### config.mk
export PLATFORM = sky130hd
export DESIGN_NAME = config_key_unlock
export DESIGN_NICKNAME = d
export VERILOG_FILES = /design/src/design/config_key_unlock_pkg.sv /design/src/design/config_key_unlock.sv
export VERILOG_INCLUDE_DIRS = /design/src /design/src/design
export SDC_FILE = /design/constraint.sdc
export NUM_CORES = 1
export LEC_CHECK = 0
export ABC_AREA = 1
export BUFFER_PORTS_ARGS = -buffer_cell sky130_fd_sc_hd__clkbuf_2
export CAP_MARGIN = 10
export CORE_UTILIZATION = 55
export DETAILED_ROUTE_END_ITERATION = 6
export PLACE_DENSITY = 0.88
export SYNTH_ARGS = -nofsm -noshare
export SYNTH_HDL_FRONTEND = slang
export SYNTH_SLANG_ARGS = --single-unit
### constraint.sdc
create_clock -name MCLK -period 5.44 [get_ports MCLK]
set_clock_uncertainty 0.05 [all_clocks]
set_input_delay 0.544 -clock MCLK [delete_from_list [all_inputs] [get_ports MCLK]]
set_output_delay 0.544 -clock MCLK [all_outputs]
set_load 0.02 [all_outputs]
### src/design/config_key_unlock_consts.svh
// constants for the unlock key register bank
`ifndef CONFIG_KEY_UNLOCK_CONSTS_SVH
`define CONFIG_KEY_UNLOCK_CONSTS_SVH

// ----------------------------------------
// register offsets
// ----------------------------------------
`define ADDR_CONFIGURATION 8'h10
`define ADDR_OSC_STATUS 8'h1D
`define ADDR_UNLOCK_KEY 8'h1F
`define ADDR_TRICKLE 8'h20
`define ADDR_COMP_REF 8'h21
`define ADDR_OSC_CONTROL 8'h1C

// ----------------------------------------
// key values and fields
// ----------------------------------------
`define KEY_OSC 8'hA1
`define KEY_ANALOG 8'h9D
`define KEY_CLEAR 8'h00
`define BIT_SWITCH_LOCK 5
`define BIT_PIN_LEVEL 5

// ----------------------------------------
// reset values
// ----------------------------------------
`define RST_UNLOCK_KEY 8'h00
`define RST_OSC_STATUS 8'h20
`define RST_OSC_CONTROL 8'h00
`define RST_CONFIGURATION 8'h00
`define RST_TRICKLE 8'h00
`define RST_COMP_REF 8'hF0

`endif

### src/design/config_key_unlock_pkg.sv
// types for the unlock key register bank
package config_key_unlock_pkg;
    typedef enum logic [1:0] {
        GATE_OPEN = 2'b00,
        GATE_OSC = 2'b01,
        GATE_ANALOG = 2'b10
    } gate_e;
endpackage

### src/design/config_key_unlock.sv
// unlock key register bank with protected register write gating
`timescale 1ns/1ps
`include "config_key_unlock_consts.svh"
// Behaviour
// [RULE_01] an eight-bit unlock key lives at 1Fh, reset to zero.
// [RULE_02] the oscillator control register takes a write only while the key holds A1h.
// [RULE_03] trickle charge (20h) and comparator reference (21h) take writes only under 9Dh.
// [RULE_04] every register write other than a write to the key itself returns the key to 00h.
// [RULE_05] while the switch pin lock is set, the power switch pin level bit cannot change.
module config_key_unlock (
    input wire logic MCLK,
    input wire logic RST,
    input wire logic WR_EN,
    input wire logic RD_EN,
    input wire logic [7:0] ADDR,
    input wire logic [7:0] WDATA,
    output logic [7:0] RDATA,
    output logic [7:0] UNLOCK_KEY,
    output logic [7:0] OSC_CONTROL,
    output logic [7:0] TRICKLE,
    output logic [7:0] COMP_REF,
    output logic POWER_SWITCH_PIN_LEVEL
);

    // ----------------------------------------
    // storage
    // ----------------------------------------
    logic [7:0] unlock_key;
    logic [7:0] osc_status;
    logic [7:0] osc_control;
    logic [7:0] configuration;
    logic [7:0] trickle;
    logic [7:0] comp_ref;
    logic [7:0] next_unlock_key;
    logic [7:0] next_configuration;
    logic [7:0] next_rdata;
    config_key_unlock_pkg::gate_e gate;
    logic allowed;
    logic write_key;
    logic write_osc_control;
    logic write_trickle;
    logic write_comp_ref;
    logic write_osc_status;
    logic write_configuration;

    // ----------------------------------------
    // address decode
    // ----------------------------------------

    // which key a target address needs
    function automatic config_key_unlock_pkg::gate_e gate_of(input logic [7:0] a);
        case (a)
            `ADDR_OSC_CONTROL: gate_of = config_key_unlock_pkg::GATE_OSC;
            `ADDR_TRICKLE, `ADDR_COMP_REF: gate_of = config_key_unlock_pkg::GATE_ANALOG;
            default: gate_of = config_key_unlock_pkg::GATE_OPEN;
        endcase
    endfunction

    // a write strobe aimed at one register offset
    function automatic logic write_hit(input logic en, input logic [7:0] a, input logic [7:0] t);
        write_hit = en && (a == t);
    endfunction

    // per-register write strobes; the key write itself is never gated
    always_comb begin
        write_key = write_hit(WR_EN, ADDR, `ADDR_UNLOCK_KEY); // [RULE_01]
        write_osc_control = write_hit(WR_EN, ADDR, `ADDR_OSC_CONTROL);
        write_trickle = write_hit(WR_EN, ADDR, `ADDR_TRICKLE);
        write_comp_ref = write_hit(WR_EN, ADDR, `ADDR_COMP_REF);
        write_osc_status = write_hit(WR_EN, ADDR, `ADDR_OSC_STATUS);
        write_configuration = write_hit(WR_EN, ADDR, `ADDR_CONFIGURATION);
    end

    // ----------------------------------------
    // key gate
    // ----------------------------------------

    // write permitted by the key as it stood before this write,
    // so the key write has to be the one just before the protected one
    always_comb begin
        gate = gate_of(ADDR);
        case (gate)
            config_key_unlock_pkg::GATE_OSC: begin
                allowed = (unlock_key == `KEY_OSC); // [RULE_02]
            end
            config_key_unlock_pkg::GATE_ANALOG: begin
                allowed = (unlock_key == `KEY_ANALOG); // [RULE_03]
            end
            default: begin
                allowed = 1'b1;
            end
        endcase
    end

    // ----------------------------------------
    // unlock key
    // ----------------------------------------

    // a write to the key loads it, any other write spends it
    always_comb begin
        next_unlock_key = unlock_key;
        if (write_key) begin
            next_unlock_key = WDATA; // [RULE_01]
        end else if (WR_EN) begin
            next_unlock_key = `KEY_CLEAR; // [RULE_04]
        end
    end

    // refused writes spend the key as well, so a wrong guess buys nothing
    always_ff @(posedge MCLK) begin
        if (RST) begin
            unlock_key <= `RST_UNLOCK_KEY; // [RULE_01]
        end else begin
            unlock_key <= next_unlock_key;
        end
    end

    // ----------------------------------------
    // protected registers
    // ----------------------------------------

    // oscillator control; a refused write is silently dropped
    always_ff @(posedge MCLK) begin
        if (RST) begin
            osc_control <= `RST_OSC_CONTROL;
        end else if (write_osc_control && allowed) begin
            osc_control <= WDATA; // [RULE_02]
        end
    end

    // trickle charge
    always_ff @(posedge MCLK) begin
        if (RST) begin
            trickle <= `RST_TRICKLE;
        end else if (write_trickle && allowed) begin
            trickle <= WDATA; // [RULE_03]
        end
    end

    // comparator reference; low nibble reserved and held at zero
    always_ff @(posedge MCLK) begin
        if (RST) begin
            comp_ref <= `RST_COMP_REF;
        end else if (write_comp_ref && allowed) begin
            comp_ref <= {WDATA[7:4], 4'h0}; // [RULE_03]
        end
    end

    // ----------------------------------------
    // status and configuration
    // ----------------------------------------

    // oscillator status: only the lock bit is writable here,
    // the oscillator fields are not modelled and keep their reset value
    always_ff @(posedge MCLK) begin
        if (RST) begin
            osc_status <= `RST_OSC_STATUS;
        end else if (write_osc_status) begin
            osc_status[`BIT_SWITCH_LOCK] <= WDATA[`BIT_SWITCH_LOCK];
        end
    end

    // next configuration: pin level bit frozen while locked
    always_comb begin
        next_configuration = WDATA;
        if (osc_status[`BIT_SWITCH_LOCK]) begin
            next_configuration[`BIT_PIN_LEVEL] = configuration[`BIT_PIN_LEVEL]; // [RULE_05]
        end
    end

    // configuration register; the other bits still take the write
    always_ff @(posedge MCLK) begin
        if (RST) begin
            configuration <= `RST_CONFIGURATION;
        end else if (write_configuration) begin
            configuration <= next_configuration;
        end
    end

    // ----------------------------------------
    // read path
    // ----------------------------------------

    // read mux; unmapped offsets read zero
    always_comb begin
        next_rdata = RDATA;
        if (RD_EN) begin
            case (ADDR)
                `ADDR_UNLOCK_KEY: begin
                    next_rdata = unlock_key;
                end
                `ADDR_OSC_STATUS: begin
                    next_rdata = osc_status;
                end
                `ADDR_OSC_CONTROL: begin
                    next_rdata = osc_control;
                end
                `ADDR_CONFIGURATION: begin
                    next_rdata = configuration;
                end
                `ADDR_TRICKLE: begin
                    next_rdata = trickle;
                end
                `ADDR_COMP_REF: begin
                    next_rdata = comp_ref;
                end
                default: begin
                    next_rdata = 8'h00;
                end
            endcase
        end
    end

    // read data registered, holds until the next read strobe
    always_ff @(posedge MCLK) begin
        if (RST) begin
            RDATA <= 8'h00;
        end else begin
            RDATA <= next_rdata;
        end
    end

    // ----------------------------------------
    // outputs
    // ----------------------------------------

    // plain copies of their registers, no logic in between
    assign UNLOCK_KEY = unlock_key;
    assign OSC_CONTROL = osc_control;
    assign TRICKLE = trickle;
    assign COMP_REF = comp_ref;
    assign POWER_SWITCH_PIN_LEVEL = configuration[`BIT_PIN_LEVEL];

endmodule // config_key_unlock

==> out/metrics.csv, run 1 <==
metric,value,unit
cts_hold_buf,0,
vdd_ir_drop_max,0.147,mV
synth_most_common_cell,nand2_1,
slew_violations,0,
coreArea,4090,um2
diodes,0,
synth_edf_count,0,
critPathArrivalTime,2800,ps
synthTopCellsByCount,"nand2_1 (68), nand3_1 (60), dfxtp_1 (45)",
syn_inst,326,
grt_pass1_vias,2076,
fmax,369,MHz
drt-pass1-iter-count,6,
crit_required,5530,ps
die_y,67.9,um
run_status,"finished, final reports clean",
fin_crit_sh,49.8,%
timing.final.crit_period,2710,ps
pwr_density_cell,236,nW/um2
avgSynthCellArea,7.32,um2
post_cts_buffers,0,
tns,0,ps
cts_resized,0,
path_max_fanout,37,
dp_hpwl,4.24,mm
fp-row-count,23,
min_path_type,reg -> reg,
cts_max_level,2,
multiInputGateArea,1240,um2
ys_types,25,
drc,0,
cts_buffer_depth,2,
regArea,901,um2
die_x,67.9,um
drt.antenna.violating_nets,0,
vias,2377,
whs,417,ps
synth_top_area_share,37.8,%
worst_setup_path_end_kind,flop,
insertion_delay,290,ps
rsz0062_at_grt,false,
grt_usage,27.3,%
clkTransAtPathRegs,80,ps
yosys_most_used_dff,dfxtp_1,
start_kind,input pin,
relSlewSlack,46.6,%
clock-sinks,45,
max_slew.worst_pin.slew,801,ps
vias_per_cell,5.63,
async_flop_share,0,%
cts-root-buf,clkbuf_8,
cap_viol_max_count,0,
layout.nets,392,
setup_viol,0,
routed_wl,5.78,mm
finalWeightedCongestion,0.883,
drt_iter0_drc,267,
synth_area_leaders,"dfxtp_1 (38%), nand3_1 (13%), nand2_1 (11%)",
cts_tree,built,
yosys.area.top_type,dfxtp_1,
finalHoldViolCount,0,
yosysSeqAreaShare,37.8,%
io_pins,61,
grt_overflow,0,
grt_max_degree,38,
drive_gt1_share,23.9,%
crit_type,in -> reg,
grt_pass1_wl,9.30,mm
wire_per_inst,13.7,um
ys.warnings.count,0,
area_growth_syn_to_layout,12.8,%
n_fill_cell,372,
initial_utilization,58.4,%
antenna_found_initial,0,
port-buffer-count,56,
die_area,4610,um2
synth_seq_cells,45,
synthesis.area,2390,um2
numCtsBuffers,5,
p_leak,0.00128,uW
[layout make-up]
type / instances / share of cell area (%)
Clock inverter: 1 / 1.12
Multi-Input combinational cell: 239 / 46.1
Clock buffer: 7 / 3.21
Inverter: 24 / 3.35
Tap cell: 50 / 2.32
Timing Repair Buffer: 56 / 10.4
Sequential cell: 45 / 33.5
[stage by stage]
stage          utilization [%]  setup WS, ps  std cells  total power, uW  cell area, um2
6_report                  65.9          2730        422              637            2690
5_1_grt                   65.9          2570        422              657            2690
4_1_cts                   65.9          2770        422              638            2690
3_5_place_dp              63.0          2450        414              386            2580
3_3_place_gp              63.0          2590        414              385            2580
2_1_floorplan                -          3340        329              375            2400
[state kept, by name, indices dropped and copies added, names as in the netlist]
| name | flops |
|---|---|
| COMP_REF | 4 |
| OSC_CONTROL | 8 |
| RDATA | 8 |
| TRICKLE | 8 |
| UNLOCK_KEY | 8 |
| configuration | 8 |
| osc_status | 1 |
[cell usage in the layout, fill, tap and decap left out]
master     Yosys  layout
a21oi_1       39      39
a21oi_2        3       3
bufinv_16      0       1
clkbuf_1       4       1
clkbuf_2       0      56
clkbuf_8       0       6
conb_1         1       4
dfxtp_1       45      45
ha_1           1       1
inv_1         22      22
inv_2          2       2
nand2_1       68      68
nand2_2        4       4
nand2_4        4       4
nand3_1       60      60
nand4_1        5       5
nor2_1        25      25
nor2_2         2       2
nor2_4         5       5
nor2_8         4       4
nor3_1         1       1
nor3_2         1       1
o21ai_0       12      12
o21bai_4       1       1
[power by group]
group          internal, uW  switching, uW  total (uW)
Combinational          12.5           35.7        48.2
Sequential              330          0.682         331
Clock                   150            108         258
Total                   492            145         637
[path summary, 6_finish.rpt]
| kind | start | endpoint | slack [ps] | cells past startpoint |
|---|---|---|---|---|
| max | ADDR[6] | COMP_REF[5]$_SDFFE_PP1P_ | 2730 | 14 |
| min | RDATA[1]$_SDFFE_PP0P_ | RDATA[1]$_SDFFE_PP0P_ | 420 | 2 |
| max reg2reg | UNLOCK_KEY[0]$_SDFFE_PP0P_ | COMP_REF[5]$_SDFFE_PP1P_ | 3470 | 7 |
| min reg2reg | RDATA[1]$_SDFFE_PP0P_ | RDATA[1]$_SDFFE_PP0P_ | 420 | 2 |
[worst max-delay path, stage by stage]
cell and delay [ps]:
clkbuf_2 80, inv_1 50, nand2_2 110, nor2_4 300, nand2_1 160, nand2_1 100
ha_1 160, nand4_1 110, nand2_1 70, nand2_1 80, o21bai_4 630, nand2_1 240
nand2_1 110, nand3_1 70
[logic make-up after synthesis]
group | after synthesis | synth area share [%]
adder cells (fa/ha/maj) | 1 | 0.524
AND/OR/NAND/NOR | 179 | 38.3
buffers and inverters | 45 | 10.6
AO/OA/AOI/OAI | 55 | 12.6
other | 1 | 0.157
flip-flops | 45 | 37.8
[per-layer routing]
| metal | vias to the layer above | GRT usage (%) | part of all wire [%] |
|---|---|---|---|
| met4 | 0 | 12.8 | 2.8 |
| met3 | 22 | 5.17 | 9.5 |
| li1 | 1157 | - | - |
| met5 | - | 0 | 0 |
| met2 | 125 | 45.0 | 46 |
| met1 | 1073 | 34.1 | 41 |
Power figures use the tool's default switching activity.
==> run 2: changes to the inputs <==
--- a/config.mk
+++ b/config.mk
@@ -9,9 +9,9 @@
 export ABC_AREA = 1
 export BUFFER_PORTS_ARGS = -buffer_cell sky130_fd_sc_hd__clkbuf_2
 export CAP_MARGIN = 10
-export CORE_UTILIZATION = 55
+export CORE_UTILIZATION = 53
 export DETAILED_ROUTE_END_ITERATION = 6
-export PLACE_DENSITY = 0.88
+export PLACE_DENSITY = 0.86
 export SYNTH_ARGS = -nofsm -noshare
 export SYNTH_HDL_FRONTEND = slang
 export SYNTH_SLANG_ARGS = --single-unit
==> constraint.sdc (replaced) <==
create_clock -name MCLK -period 2.7 [get_ports MCLK]
set_clock_uncertainty 0.05 [all_clocks]
set_input_delay 0.27 -clock MCLK [delete_from_list [all_inputs] [get_ports MCLK]]
set_output_delay 0.27 -clock MCLK [all_outputs]
set_load 0.02 [all_outputs]
==> run 2 against run 1 <==
Effect of this change:
- via count decreased by 2.5%
- count of clock-buffer cells in the layout decreased by 1
- register-to-register slack got worse by 2500 ps
- clock power increased by 98%
- largest power group unchanged
- sequential share of layout area decreased by 0.15 points
- worst hold slack got worse by 250 ps
- critical endpoint is now TRICKLE[0]$_SDFFE_PP0P_
- critical path depth increased by 1
- design area increased by 0.46%
- worst setup slack got worse by 2200 ps
- die area increased by 3.7%
==> out/metrics.csv, run 2 (same netlist as run 1, synthesis figures left out) <==
metric,value,unit,change
worst_setup_path_end_kind,flop,,
drt-pass1-iter-count,7,,+1
vias,2318,,-2.5%
fin_crit_sh,79.5,%,
drt_iter0_drc,287,,+7.5%
drt.antenna.violating_nets,0,,unchanged
diodes,0,,unchanged
finalHoldViolCount,0,,unchanged
fin_area,2710,um2,+0.46%
grt_pass1_vias,2079,,+0.14%
cts_buffer_depth,2,,unchanged
cts_tree,built,,
crit_required,2860,ps,-2670 ps
regArea,901,um2,unchanged
layout_common_cells,"nand2_1 (68), nand3_1 (60), clkbuf_2 (56), dfxtp_1 (45), a21oi_1 (39)",,
grt_pass1_wl,9.89,mm,+6.4%
met2_wirelength,2.71,mm,+1.5%
grt_usage,25.8,%,-1.5 points
relSlewSlack,45.8,%,-0.80 points
clock-sinks,45,,unchanged
cts-root-buf,clkbuf_8,,
dp.cells,418,,+0.97%
vias_per_cell,5.44,,-3.4%
fmax,466,MHz,
wl_met3,482,um,-13%
vdd_ir_drop_max,0.409,mV,+180%
die_y,69.1,um,+1.8%
grt_max_degree,31,,-18%
cts_hold_buf,0,,unchanged
p_leak,0.00129,uW,+0.51%
timing.final.crit_period,2150,ps,
clkTransAtPathRegs,90,ps,about the same
die_x,69.1,um,+1.8%
layout.nets,394,,+0.51%
layout_commonest_cell,nand2_1,,
multiInputGateArea,1240,um2,unchanged
dp_hpwl,4.27,mm,+0.51%
die_area,4770,um2,+3.7%
rsz0062_at_grt,false,,
antenna_found_initial,0,,unchanged
port-buffer-count,56,,unchanged
wire_per_inst,13.7,um,-0.34%
highest_layer,met4,,
run_status,"finished, final reports clean",,
pwr_density_cell,471,nW/um2,+99%
post_cts_buffers,0,,unchanged
area_growth_syn_to_layout,13.4,%,
fp-row-count,24,,+4.3%
routed_wl,5.82,mm,+0.61%
numCtsBuffers,5,,unchanged
n_fill_cell,400,,+7.5%
critPathArrivalTime,2300,ps,-500 ps
insertion_delay,310,ps,+20 ps
tns,0,ps,unchanged
setup_viol,0,,unchanged
slew_violations,0,,unchanged
min_path_type,in -> reg,,
totalPowerFinal,1270,uW,+100%
final_util,62.1,%,-3.8 points
layoutNonFillerInstCount,426,,+0.95%
drive_gt1_share,24.3,%,+0.41 points
drc,0,,unchanged
cap_viol_max_count,0,,unchanged
start_kind,input pin,,
coreArea,4350,um2,+6.6%
wl_met1,2.52,mm,+4.8%
initial_utilization,54.8,%,-3.6 points
max_slew.worst_pin.slew,813,ps,+12.0 ps
place_area,2590,um2,+0.68%
cts_resized,0,,unchanged
cts_max_level,2,,unchanged
finalWeightedCongestion,0.876,,-0.77%
grt_overflow,0,,unchanged
crit_type,in -> reg,,
io_pins,61,,unchanged
path_max_fanout,30,,-19%
## run 2: per-stage QoR
| stage | setup slack [ps] | hold WS (ps) |
|---|---|---|
| floorplan | 873 | 363 |
| global placement | 412 | 401 |
| detailed placement | 287 | 406 |
| CTS | 573 | 161 |
| global route | 326 | 155 |
| finish | 554 | 162 |
## run 2: path summary, 6_finish.rpt
kind	from	end	slack (ps)	cells after the start
worst max register to register	UNLOCK_KEY[3]$_SDFFE_PP0P_	TRICKLE[0]$_SDFFE_PP0P_	990	8
worst max-delay path	ADDR[7]	TRICKLE[0]$_SDFFE_PP0P_	550	15
worst min-delay path	WDATA[0]	UNLOCK_KEY[0]$_SDFFE_PP0P_	160	3
worst min register to register	RDATA[7]$_SDFFE_PP0P_	RDATA[7]$_SDFFE_PP0P_	420	2
## run 2: cell type report
class | count | area share [%]
clock inverter | 2 | 1.43
sequential | 45 | 33.3
inverter | 24 | 3.33
timing repair buffer | 58 | 10.9
tap | 52 | 2.41
multi-input combinational | 239 | 45.9
clock buffer | 6 | 2.68
## run 2: power by group
part / switching [uW] / internal, uW / leakage [uW]
clock: 233 / 278 / 0.0000554
combinational: 72.2 / 25.8 / 0.000868
sequential: 1.38 / 665 / 0.000363
total: 306 / 968 / 0.00129
## run 2: routing by layer
| layer | vias to the layer above | GRT usage [%] |
|---|---|---|
| met5 | - | 0 |
| met4 | 0 | 7.71 |
| met3 | 15 | 6.58 |
| met2 | 112 | 41.0 |
| met1 | 1029 | 34.4 |
| li1 | 1162 | - |
## run 2: worst max-delay path, stage by stage
cell      delay [ps]
clkbuf_2          90
inv_1             60
nand2_2          100
nor2_4           300
nand2_1          150
nand2_1          100
ha_1             150
nand4_1           90
nand2_1           70
nand2_1           80
o21bai_4         200
buf_4            330
nand3_1          150
nand2_1           90
nor2_1            60
